[config.mk]
export PLATFORM = sky130hd
export DESIGN_NAME = fmt_tx
export DESIGN_NICKNAME = d
export VERILOG_FILES = /design/src/fmt_pkg.sv /design/src/fmt_buf2.sv /design/src/fmt_tx.sv
export SDC_FILE = /design/constraint.sdc
export NUM_CORES = 1
export LEC_CHECK = 0
export BUFFER_PORTS_ARGS = -buffer_cell sky130_fd_sc_hd__buf_2
export CAP_MARGIN = 20
export CORE_MARGIN = 2
export CORE_UTILIZATION = 50
export DETAILED_ROUTE_END_ITERATION = 8
export GPL_TIMING_DRIVEN = 1
export HOLD_SLACK_MARGIN = 0.15
export PLACE_DENSITY = 0.69
export SLEW_MARGIN = 10
export SYNTH_ARGS = -nofsm -noshare
export SYNTH_HDL_FRONTEND = slang
export SYNTH_HIERARCHICAL = 1
export SYNTH_SLANG_ARGS = --single-unit
[constraint.sdc]
create_clock -name mclk_i -period 2.6 [get_ports mclk_i]
set_input_delay 0.52 -clock mclk_i [delete_from_list [all_inputs] [get_ports mclk_i]]
set_output_delay 0.52 -clock mclk_i [all_outputs]
set_load 0.03 [all_outputs]
[src/fmt_pkg.sv]
// Package for the frame transmit block: field sizes, encodings, states.
// Assumes a 20 MHz system clock and a 10 Mbit/s line.
package fmt_pkg;

  localparam int unsigned CLK_HZ = 20000000;
  localparam int unsigned BIT_NS = 100;
  // Clock cycles per half-cell: 100 ns bit at 50 ns period
  localparam int unsigned HALF_CYC = (BIT_NS * (CLK_HZ / 1000000)) / 2000;
  localparam logic [5:0] PRE_BITS = 6'h3e;
  localparam logic [1:0] SFD_BITS = 2'h2;
  localparam logic [3:0] ADDR_BYTES = 4'h6;
  localparam logic [10:0] MIN_DATA = 11'h02e;
  localparam logic [10:0] MAX_DATA = 11'h5dc;
  localparam logic [7:0] PAD_BYTE = 8'h00;
  localparam logic [31:0] CRC_POLY = 32'h04c11db7;
  localparam logic [31:0] CRC_INIT = 32'hffffffff;

  // Word passed through the buffer
  typedef struct packed {
    logic [7:0] data;
    logic last;
  } fmt_word_t;

  typedef enum logic [7:0] {
    ST_IDLE = 8'h01,
    ST_PRE = 8'h02,
    ST_SFD = 8'h04,
    ST_HDR = 8'h08,
    ST_DATA = 8'h10,
    ST_PAD = 8'h20,
    ST_CRC = 8'h40,
    ST_DONE = 8'h80
  } fmt_state_t;

endpackage : fmt_pkg

[src/fmt_buf2.sv]
// Two-entry valid/ready buffer for frame bytes.
// Assumes single clock, asynchronous active-low reset.
`timescale 1ns/10ps
`default_nettype none
module fmt_buf2 #(
  parameter int unsigned WIDTH = 9
) (
  input wire logic mclk_i,
  input wire logic rstn_i,
  input wire logic in_valid_i,
  output logic in_ready_o,
  input wire logic [WIDTH-1:0] in_data_i,
  output logic out_valid_o,
  input wire logic out_ready_i,
  output logic [WIDTH-1:0] out_data_o
);

  logic [WIDTH-1:0] mem_r [2];
  logic wp_r;
  logic rp_r;
  logic [1:0] cnt_r;
  logic push;
  logic pop;

  assign push = in_valid_i && (cnt_r != 2'h2);
  assign pop = (cnt_r != 2'h0) && out_ready_i;
  assign in_ready_o = (cnt_r != 2'h2);
  assign out_valid_o = (cnt_r != 2'h0);
  assign out_data_o = mem_r[rp_r];

  always_ff @(posedge mclk_i or negedge rstn_i) begin
    if (!rstn_i) begin
      wp_r <= 1'b0;
      rp_r <= 1'b0;
      cnt_r <= 2'h0;
    end else begin
      if (push) wp_r <= ~wp_r;
      if (pop) rp_r <= ~rp_r;
      cnt_r <= cnt_r + {1'b0, push} - {1'b0, pop};
    end
  end

  always_ff @(posedge mclk_i) begin
    if (push) mem_r[wp_r] <= in_data_i;
  end

endmodule : fmt_buf2
`default_nettype wire

[src/fmt_tx.sv]
// Frame transmitter: preamble, delimiter, header, padded data, CRC, Manchester.
// Assumes the controller offers bytes with valid/ready and a last flag,
// header bytes (addresses, length) first, payload at most the maximum size.
`timescale 1ns/10ps
`default_nettype none

// Notes on behaviour
// - Frame opens with 62 alternating preamble bits
// - Two consecutive ones follow as delimiter
// - Destination then source address, six bytes each
// - Two-byte length field follows source address
// - Data field padded up to 46 bytes
// - Four-byte CRC over addresses through data
// - NRZ bytes with clock become one stream
// - Cell sends complement first, true second
// - Line runs at 10 Mbit/s, 100 ns cells
module fmt_tx #(
  parameter int unsigned HDR_BYTES = 14
) (
  input wire logic mclk_i,
  input wire logic rstn_i,
  input wire logic start_i,
  input wire logic byte_valid_i,
  output logic byte_ready_o,
  input wire logic [7:0] byte_data_i,
  input wire logic byte_last_i,
  output logic line_o,
  output logic line_en_o,
  output logic busy_o,
  output logic done_o
);

  // ----------------------------------------
  // CRC step
  // ----------------------------------------
  function automatic logic [31:0] crc_bit(input logic [31:0] c, input logic d);
    logic fb;
    fb = c[31] ^ d;
    crc_bit = {c[30:0], 1'b0} ^ (fb ? fmt_pkg::CRC_POLY : 32'h00000000);
  endfunction : crc_bit

  // ----------------------------------------
  // Input buffer
  // ----------------------------------------
  fmt_pkg::fmt_word_t in_w;
  fmt_pkg::fmt_word_t buf_w;
  logic buf_valid;
  logic buf_ready;
  logic buf_in_ready;

  assign in_w.data = byte_data_i;
  assign in_w.last = byte_last_i;

  fmt_buf2 #(
    .WIDTH(9)
  ) u_buf (
    .mclk_i(mclk_i),
    .rstn_i(rstn_i),
    .in_valid_i(byte_valid_i),
    .in_ready_o(buf_in_ready),
    .in_data_i(in_w),
    .out_valid_o(buf_valid),
    .out_ready_i(buf_ready),
    .out_data_o(buf_w)
  );

  // ----------------------------------------
  // State
  // ----------------------------------------
  fmt_pkg::fmt_state_t st_r;
  logic half_r;
  logic [7:0] sh_r;
  logic [3:0] bit_r;
  logic [10:0] cnt_r;
  logic [31:0] crc_r;
  logic bit_end;
  logic need_byte;
  logic in_crc_span;
  logic cur_bit;
  logic ended_r;

  // One bit cell is two 50 ns halves
  assign bit_end = half_r;
  assign cur_bit = sh_r[0];
  // Pop as each byte enters the shifter, delimiter end included
  assign need_byte = bit_end &&
                     (((bit_r == 4'h7) &&
                       ((st_r == fmt_pkg::ST_HDR) || (st_r == fmt_pkg::ST_DATA))) ||
                      ((st_r == fmt_pkg::ST_SFD) &&
                       (cnt_r[1:0] == fmt_pkg::SFD_BITS - 2'h1)));
  assign buf_ready = (st_r == fmt_pkg::ST_IDLE) ? 1'b0 : (need_byte && !ended_r);

  // Room as it stands after this edge, so the registered ready never over-admits
  logic buf_pop;
  logic ready_nxt;
  assign buf_pop = buf_valid && buf_ready;
  assign ready_nxt = !((!buf_in_ready && !buf_pop) ||
                       (buf_valid && buf_in_ready && byte_valid_i && !buf_pop));
  assign in_crc_span = (st_r == fmt_pkg::ST_HDR) || (st_r == fmt_pkg::ST_DATA) ||
                       (st_r == fmt_pkg::ST_PAD);

  always_ff @(posedge mclk_i or negedge rstn_i) begin
    if (!rstn_i) begin
      half_r <= 1'b0;
    end else if (st_r == fmt_pkg::ST_IDLE || st_r == fmt_pkg::ST_DONE) begin
      half_r <= 1'b0;
    end else begin
      half_r <= ~half_r;
    end
  end

  always_ff @(posedge mclk_i or negedge rstn_i) begin
    if (!rstn_i) begin
      st_r <= fmt_pkg::ST_IDLE;
      sh_r <= 8'h00;
      bit_r <= 4'h0;
      cnt_r <= 11'h000;
      ended_r <= 1'b0;
    end else begin
      case (st_r)
        fmt_pkg::ST_IDLE: begin
          ended_r <= 1'b0;
          if (start_i && buf_valid) begin
            st_r <= fmt_pkg::ST_PRE;
            sh_r <= 8'h01;
            cnt_r <= 11'h000;
          end
        end
        fmt_pkg::ST_PRE: begin
          if (bit_end) begin
            sh_r <= {7'h00, ~sh_r[0]};
            if (cnt_r[5:0] == fmt_pkg::PRE_BITS - 6'h01) begin
              st_r <= fmt_pkg::ST_SFD;
              sh_r <= 8'h01;
              cnt_r <= 11'h000;
            end else begin
              cnt_r <= cnt_r + 11'h001;
            end
          end
        end
        fmt_pkg::ST_SFD: begin
          if (bit_end) begin
            sh_r <= 8'h01;
            if (cnt_r[1:0] == fmt_pkg::SFD_BITS - 2'h1) begin
              st_r <= fmt_pkg::ST_HDR;
              sh_r <= buf_w.data;
              bit_r <= 4'h0;
              cnt_r <= 11'h000;
            end else begin
              cnt_r <= cnt_r + 11'h001;
            end
          end
        end
        fmt_pkg::ST_HDR, fmt_pkg::ST_DATA, fmt_pkg::ST_PAD: begin
          if (bit_end) begin
            if (bit_r != 4'h7) begin
              sh_r <= {1'b0, sh_r[7:1]};
              bit_r <= bit_r + 4'h1;
            end else begin
              bit_r <= 4'h0;
              if (st_r == fmt_pkg::ST_HDR) begin
                // Addresses then length, all from the controller
                ended_r <= buf_w.last;
                if (cnt_r == 11'(HDR_BYTES - 1)) begin
                  st_r <= fmt_pkg::ST_DATA;
                  cnt_r <= 11'h000;
                end else begin
                  cnt_r <= cnt_r + 11'h001;
                end
              end else begin
                if (st_r == fmt_pkg::ST_DATA) ended_r <= ended_r | buf_w.last;
                cnt_r <= cnt_r + 11'h001;
              end
              if (st_r == fmt_pkg::ST_HDR && cnt_r != 11'(HDR_BYTES - 1)) begin
                sh_r <= buf_w.data;
              end else if (ended_r || st_r == fmt_pkg::ST_PAD) begin
                if (st_r != fmt_pkg::ST_HDR && cnt_r + 11'h001 >= fmt_pkg::MIN_DATA) begin
                  st_r <= fmt_pkg::ST_CRC;
                  sh_r <= 8'h00;
                  cnt_r <= 11'h000;
                end else begin
                  st_r <= fmt_pkg::ST_PAD;
                  sh_r <= fmt_pkg::PAD_BYTE;
                end
              end else begin
                sh_r <= buf_w.data;
              end
            end
          end
        end
        fmt_pkg::ST_CRC: begin
          if (bit_end) begin
            if (cnt_r == 11'h01f) begin
              st_r <= fmt_pkg::ST_DONE;
            end
            cnt_r <= cnt_r + 11'h001;
          end
        end
        default: begin
          st_r <= fmt_pkg::ST_IDLE;
        end
      endcase
    end
  end

  // CRC over header and data, preset during the delimiter
  always_ff @(posedge mclk_i or negedge rstn_i) begin
    if (!rstn_i) begin
      crc_r <= fmt_pkg::CRC_INIT;
    end else if (st_r == fmt_pkg::ST_SFD) begin
      crc_r <= fmt_pkg::CRC_INIT;
    end else if (bit_end && in_crc_span) begin
      crc_r <= crc_bit(crc_r, cur_bit);
    end else if (bit_end && st_r == fmt_pkg::ST_CRC) begin
      crc_r <= {crc_r[30:0], 1'b1};
    end
  end

  // ----------------------------------------
  // Manchester line output
  // ----------------------------------------
  logic tx_bit;
  logic active;
  assign tx_bit = (st_r == fmt_pkg::ST_CRC) ? ~crc_r[31] : cur_bit;
  assign active = (st_r != fmt_pkg::ST_IDLE) && (st_r != fmt_pkg::ST_DONE);

  always_ff @(posedge mclk_i or negedge rstn_i) begin
    if (!rstn_i) begin
      line_o <= 1'b0;
      line_en_o <= 1'b0;
      busy_o <= 1'b0;
      done_o <= 1'b0;
      byte_ready_o <= 1'b0;
    end else begin
      // First half complement, second half true
      line_o <= active ? (half_r ? tx_bit : ~tx_bit) : 1'b0;
      line_en_o <= active;
      busy_o <= active;
      done_o <= (st_r == fmt_pkg::ST_DONE);
      byte_ready_o <= ready_nxt;
    end
  end

endmodule : fmt_tx
`default_nettype wire

Word-level counts from Yosys, hierarchy flattened
Memories as Yosys holds them, arrays and structs flattened. Index checks and enable logic that the tools add are counted. W data, S select, Z words.

Memory bits (writable): 18. Flip-flop bits (word level): 73. Output and inout bits: 5. Memories: 1. Bits in latches: 0. Input bits: 13. Memory bits (read-only): 0.

Memories: u_buf.mem_r (words 2, bits a word 9, rd ports 1, clocked after memory_dff 0, write ports 1, RTL line fmt_buf2.sv:18) `logic [WIDTH-1:0] mem_r [2];`.

$lt $le $gt $ge: 1. Equality and inequality tests: 29. Add/subtract/negate cells: 4. Reduce and logical (&&, ||, !) cells: 38. Div/mod/pow operators: 0. Multiplexer cells: 60. Multipliers: 0. Bitwise operators: 9. Shift operators: 0.

Operator list (count): $mux W8 (21); $mux W11 (13); $mux W32 (3); $pmux W11 S5 (1); $pmux W8 S5 (1); $pmux W8 S4 (1); $xor A32 B27 Y32 (1); $mux W27 (1); $ne A2 B2 Y1 const B (9); $logic_and A1 B1 Y1 (16); $mux W4 (4); $mux W1 (12); $add A11 B1 Y11 const B (1); $eq A11 B4 Y1 const B (1); $eq A11 B5 Y1 const B (1); $ge A11 B6 Y1 const B (1); $ne A11 B4 Y1 const B (1); $reduce_and A9 Y1 (1); $eq A8 B1 Y1 const B (1); $eq A8 B2 Y1 const B (1); $eq A8 B3 Y1 const B (1); $eq A8 B4 Y1 const B (1); $eq A8 B5 Y1 const B (1); $eq A8 B6 Y1 const B (1); 30 further kinds (46).

Depth between registers and ports, before layout
Depth after elaboration: 12. Gate-level depth with buffers: 12. Mapped depth without buffers: 11.

By module
Netlist, hierarchy kept.

Modules (own cells, without submodules): fmt_tx (sequential area each 1767.9 um2, area each 3881.2 um2, cells an instance 433, instances 1); fmt_buf2 (sequential area each 640.6 um2, area each 845.8 um2, cells an instance 45, instances 1).

Least setup slack after synthesis
OpenSTA, ideal clock, no wires.

Path kind: flip-flop to flip-flop. From: reg st_r[7]. To: reg u_buf.cnt_r[1]. Cell stages (with the launch flop): 12. Path buffers: 0. Path slack: -0.063 ns. Clock period less this slack: 2.663 ns. Arrival: 2.583 ns. Data required time: 2.520 ns. Cell sequence: dfrtp_1 > nor3_4 > nand2_1 > nor3_1 > a21bo_2 > a2111oi_2 > and2_4 > ha_1 > inv_1 > ha_1 > xnor2_1 > xnor2_1.

Word-level cells in the longest chain between the ends: 9.

RTL lines: start: declaration (RTL line fmt_tx.sv:70) `fmt_pkg::fmt_state_t st_r;`; start signal: assignment (RTL line fmt_tx.sv:114) `st_r <= fmt_pkg::ST_IDLE;`; start signal: assignment (RTL line fmt_tx.sv:124) `st_r <= fmt_pkg::ST_PRE;`; start signal: assignment (RTL line fmt_tx.sv:133) `st_r <= fmt_pkg::ST_SFD;`; $eq A8 B4 Y1 or $eq A8 B5 Y1 (tied branches) (RTL line fmt_tx.sv:88) `((st_r == fmt_pkg::ST_HDR) || (st_r == fmt_pkg::ST_DATA))) ||`; $logic_or A1 B1 Y1 (RTL line fmt_tx.sv:88); $logic_and A1 B1 Y1 (RTL line fmt_tx.sv:87) `(((bit_r == 4'h7) &&`; $logic_or A1 B1 Y1 (RTL line fmt_tx.sv:88); $logic_and A1 B1 Y1 (RTL line fmt_tx.sv:86) `assign need_byte = bit_end &&`; $logic_and A1 B1 Y1 (RTL line fmt_tx.sv:91) `assign buf_ready = (st_r == fmt_pkg::ST_IDLE) ? 1'b0 : (need_byte && !ended_r);`; $mux W1 (*) (RTL line fmt_tx.sv:91); named net buf_ready (RTL line fmt_tx.sv:48) `logic buf_ready;`; $logic_and A1 B1 Y1 (*) (RTL line fmt_buf2.sv:26) `assign pop = (cnt_r != 2'h0) && out_ready_i;`; named net u_buf.pop (RTL line fmt_buf2.sv:23) `logic pop;`; $sub A2 B1 Y2 (*) (RTL line fmt_buf2.sv:39) `cnt_r <= cnt_r + {1'b0, push} - {1'b0, pop};`; end signal: assignment (RTL line fmt_buf2.sv:39); end: declaration (RTL line fmt_buf2.sv:21) `logic [1:0] cnt_r;`.

Mark *: on every way through the listed nets, which the timed path passes. The rest lies on a longest branch. A chain may end at the register's enable or synchronous reset.

Worst setup path after layout
From: reg bit_r[1]. To: reg u_buf.cnt_r[1].

Word-level cells in the longest chain between the ends: 8.

RTL lines: start: declaration (RTL line fmt_tx.sv:73) `logic [3:0] bit_r;`; start signal: assignment (RTL line fmt_tx.sv:158) `bit_r <= bit_r + 4'h1;`; $eq A4 B3 Y1 (RTL line fmt_tx.sv:87); $logic_and A1 B1 Y1 (RTL line fmt_tx.sv:87); $logic_or A1 B1 Y1 (RTL line fmt_tx.sv:88); $logic_and A1 B1 Y1 (RTL line fmt_tx.sv:86); $logic_and A1 B1 Y1 (RTL line fmt_tx.sv:91); $mux W1 (RTL line fmt_tx.sv:91); named net buf_ready (RTL line fmt_tx.sv:48); $logic_and A1 B1 Y1 (RTL line fmt_buf2.sv:26); named net u_buf.pop (RTL line fmt_buf2.sv:23); $sub A2 B1 Y2 (RTL line fmt_buf2.sv:39).

The timed path passes the listed nets, and every way through them passes these cells.

==> results.ini <==
[final_layout]
synthToLayoutAreaGrowth_pct=18.0
drive_gt1_share_pct=29.4
fillers=770
antenna_cells=0
layout.cells.non_filler=642
nets=546

[timing]
finalMaxSlewViolations=0
fmax_ghz=0.392
worst_slack_ns=0.0500
finalCriticalPeriod_ns=2.55
fin_skew_ns=0.0135
tightest_slew_ns=0.832
relSlewSlack_pct=44.3
setup_viol=0
holdWs_ns=0.181
finalHoldViolCount=0
grt_setup_unrepaired=true
fin_tns_setup_ns=0
period_share_pct=98.1

[logic_synthesis]
syn_area_per_cell_um2=9.89
synth_edf_count=18
syn-num-nets=498
ys_seq_area_share_pct=51.0
synth-seq-cells=91
async_flop_share_pct=80.2
synth_area_mm2=0.00473
synth_warnings=6
synth-main-ff-cell=dfrtp_1
netlist_instances=478
synth.distinct_cells=68

[global_route]
grt_pass1_vias=3480
grt_usage_pct=20.0
overflow=0
antenna_found_initial=0
grt_first_pass_wirelength_mm=16.3
grt_max_degree=74

[floorplanning]
die-width_um=101
start_util_pct=51.4
fp-row-count=35
dieHeight_um=101
ios=18
dieArea_mm2=0.0102
core_mm2=0.00920

[job]
maxCapViolations=0

[setup_path]
critPathMaxFanout=3
path_cells=ha_2, nand3b_1, nor3_4, a21bo_4, a2111oi_4, and2_4, ha_4, inv_2, ha_4, xnor2_2, xnor2_1
critPathTopFamily=compound AO/OA/AOI/OAI gates
cpPeakStageDelay_ns=0.38
arrival_ns=2.85
crit_buf_inv=1
critPathLaunchType=flop
cp_slowest_cell=dfrtp_1
end_kind=flop
cp.required_ns=2.90
crit_top_cell=ha_4
critPathKind=reg2reg

[clocking]
clockBufferDepth=2
holdBufCountCts=0
cts_tree=built
numCtsBuffers=9
clock-sinks=91
cts_max_level=3
root_buffer=clkbuf_8
clk_pin_slew_ns=0.11
insertion_delay_ns=0.37

[route]
final_antenna_net_count=0
drt_iter0_markers=253
vias_per_cell=5.80
vias=3723
wl_per_cell_um=15.5
first_pass_iters=7
drc=0
wirelength_mm=9.98

[placement]
gp_congestion=0.909
io_buffers=17
place_inst=615
dp_slack_ns=-0.0556
hpwl_mm=6.70

[outcome]
status=complete, no violations

[power_and_ir_drop]
switching_share_pct=36.8
p_switching_mw=1.92
power_mw=5.22
power.internal_mw=3.30
combinationalPowerShare_pct=36.6
pwr-share-seq_pct=45.1
power_density_mw_per_mm2=935
p_leak_nw=2.31
clockPowerShare_pct=18.3
vdd_drop_max_uv=490

[min_path]
min_path_type=in2async

-- logic make-up after synthesis --
kind of cell / share of synthesized area (%)
fa+ha+maj: 1.85
flops: 51.0
buf+inv: 3.89
simple gates: 21.1
mux: 3.04
compound gates: 14.8
xor+xnor: 4.26
-- sequential cells by signal, summed over array words and instances (netlist names) --
signal	flops
sh_r	8
done_o	1
cnt_r	11
bit_r	4
st_r	8
byte_ready_o	1
ended_r	1
u_buf/wp_r	1
u_buf/rp_r	1
bit_end	1
line_o	1
crc_r	32
u_buf/cnt_r	2
busy_o	1
u_buf/mem_r	18
-- path summary, 6_finish.rpt --
| kind | start | endpoint | slack (ns) | cells past startpoint |
|---|---|---|---|---|
| setup / recovery | bit_r[1] | u_buf/cnt_r[1] | 0.05 | 11 |
| hold / removal | rstn_i | sh_r[3] | 0.18 | 2 |
| setup reg to reg | bit_r[1] | u_buf/cnt_r[1] | 0.05 | 11 |
| hold reg to reg | crc_r[24] | crc_r[25] | 0.49 | 2 |
| max in group asynchronous | rstn_i | crc_r[25] | 2.08 | 2 |
| min in group mclk_i | byte_data_i[4] | u_buf/mem_r[0][5] | 0.33 | 1 |
-- metrics by stage --
stage | util (%) | instance area, um^2
6_report | 60.7 | 5580
5_1_grt | 60.7 | 5580
4_1_cts | 58.4 | 5370
3_5_place_dp | 56.0 | 5150
3_3_place_gp | 56.0 | 5150
2_1_floorplan | - | 4730
-- worst register-to-register path, cell delays in order (launching register included) --
cell and delay [ns]:
dfrtp_1 0.38, ha_2 0.19, nand3b_1 0.19, nor3_4 0.23, a21bo_4 0.27, a2111oi_4 0.38
and2_4 0.21, ha_4 0.19, inv_2 0.06, ha_4 0.13, xnor2_2 0.11, xnor2_1 0.13
-- synth_stat cells (6+ instances only) --
cell type	n	area share, %
nand3_1	22	2.3
edfxtp_1	18	11
ha_1	7	1.9
dfstp_2	33	18
nand2_1	63	5.0
inv_1	12	0.95
clkbuf_1	19	1.5
nor2_1	36	2.9
dfrtp_1	40	21
xor2_1	18	3.3
nor3_1	24	2.5
and2_1	7	0.93
buf_2	9	0.95
a21oi_1	23	2.4
o22ai_1	9	1.2
a222oi_1	6	1.3
o21ai_0	25	2.6
mux2_1	9	2.1
-- placed cells by master (no fill, tap or decap), types with 7 or more instances in the layout --
cell type / synthesis / final
a21oi_1: 23 / 22
and2_1: 7 / 7
buf_2: 9 / 17
buf_4: 1 / 45
clkbuf_8: 0 / 9
dfrtp_1: 40 / 39
dfstp_2: 33 / 33
edfxtp_1: 18 / 18
inv_1: 12 / 10
mux2_1: 9 / 9
nand2_1: 63 / 62
nand3_1: 22 / 21
nor2_1: 36 / 36
nor3_1: 24 / 23
o21ai_0: 25 / 24
o22ai_1: 9 / 9
xor2_1: 18 / 18
-- per-layer routing --
layer / routed length (um) / GRT usage [%] / up-vias
met1: 4670 / 27.4 / 1832
met3: 323 / 2.90 / 15
met5: 0 / 0 / -
li1: - / - / 1809
met4: 150 / 6.76 / 0
met2: 4830 / 32.7 / 67
-- power groups by stage --
stage                     logic (mW)  registers [mW]  clock network (mW)
after floorplan                 1.12            2.36                   0
after global placement          1.66            2.35                   0
after detailed placement        1.70            2.37                   0
after CTS                       1.73            2.35               0.986
after global routing            2.11            2.41                1.04
final                           1.91            2.35               0.955
-- timing repair --
action,CTS,global route
cloned,0,0
setup endpoints to repair,3,18
resized for setup,2,24
buffers inserted,0,11
pin swaps,0,18
-- layout make-up --
class                   count  area [um^2]  area share (%)
flip-flops and latches     91         2410            43.2
multi-input cells         344         2280            40.9
repair buffers             67          497            8.91
clock buffers               9          124            2.22
well taps                 111          139            2.49
clock inverters             7         76.3            1.37
inverters                  13         48.8           0.875
No activity file was read; power rests on OpenSTA's default activity.
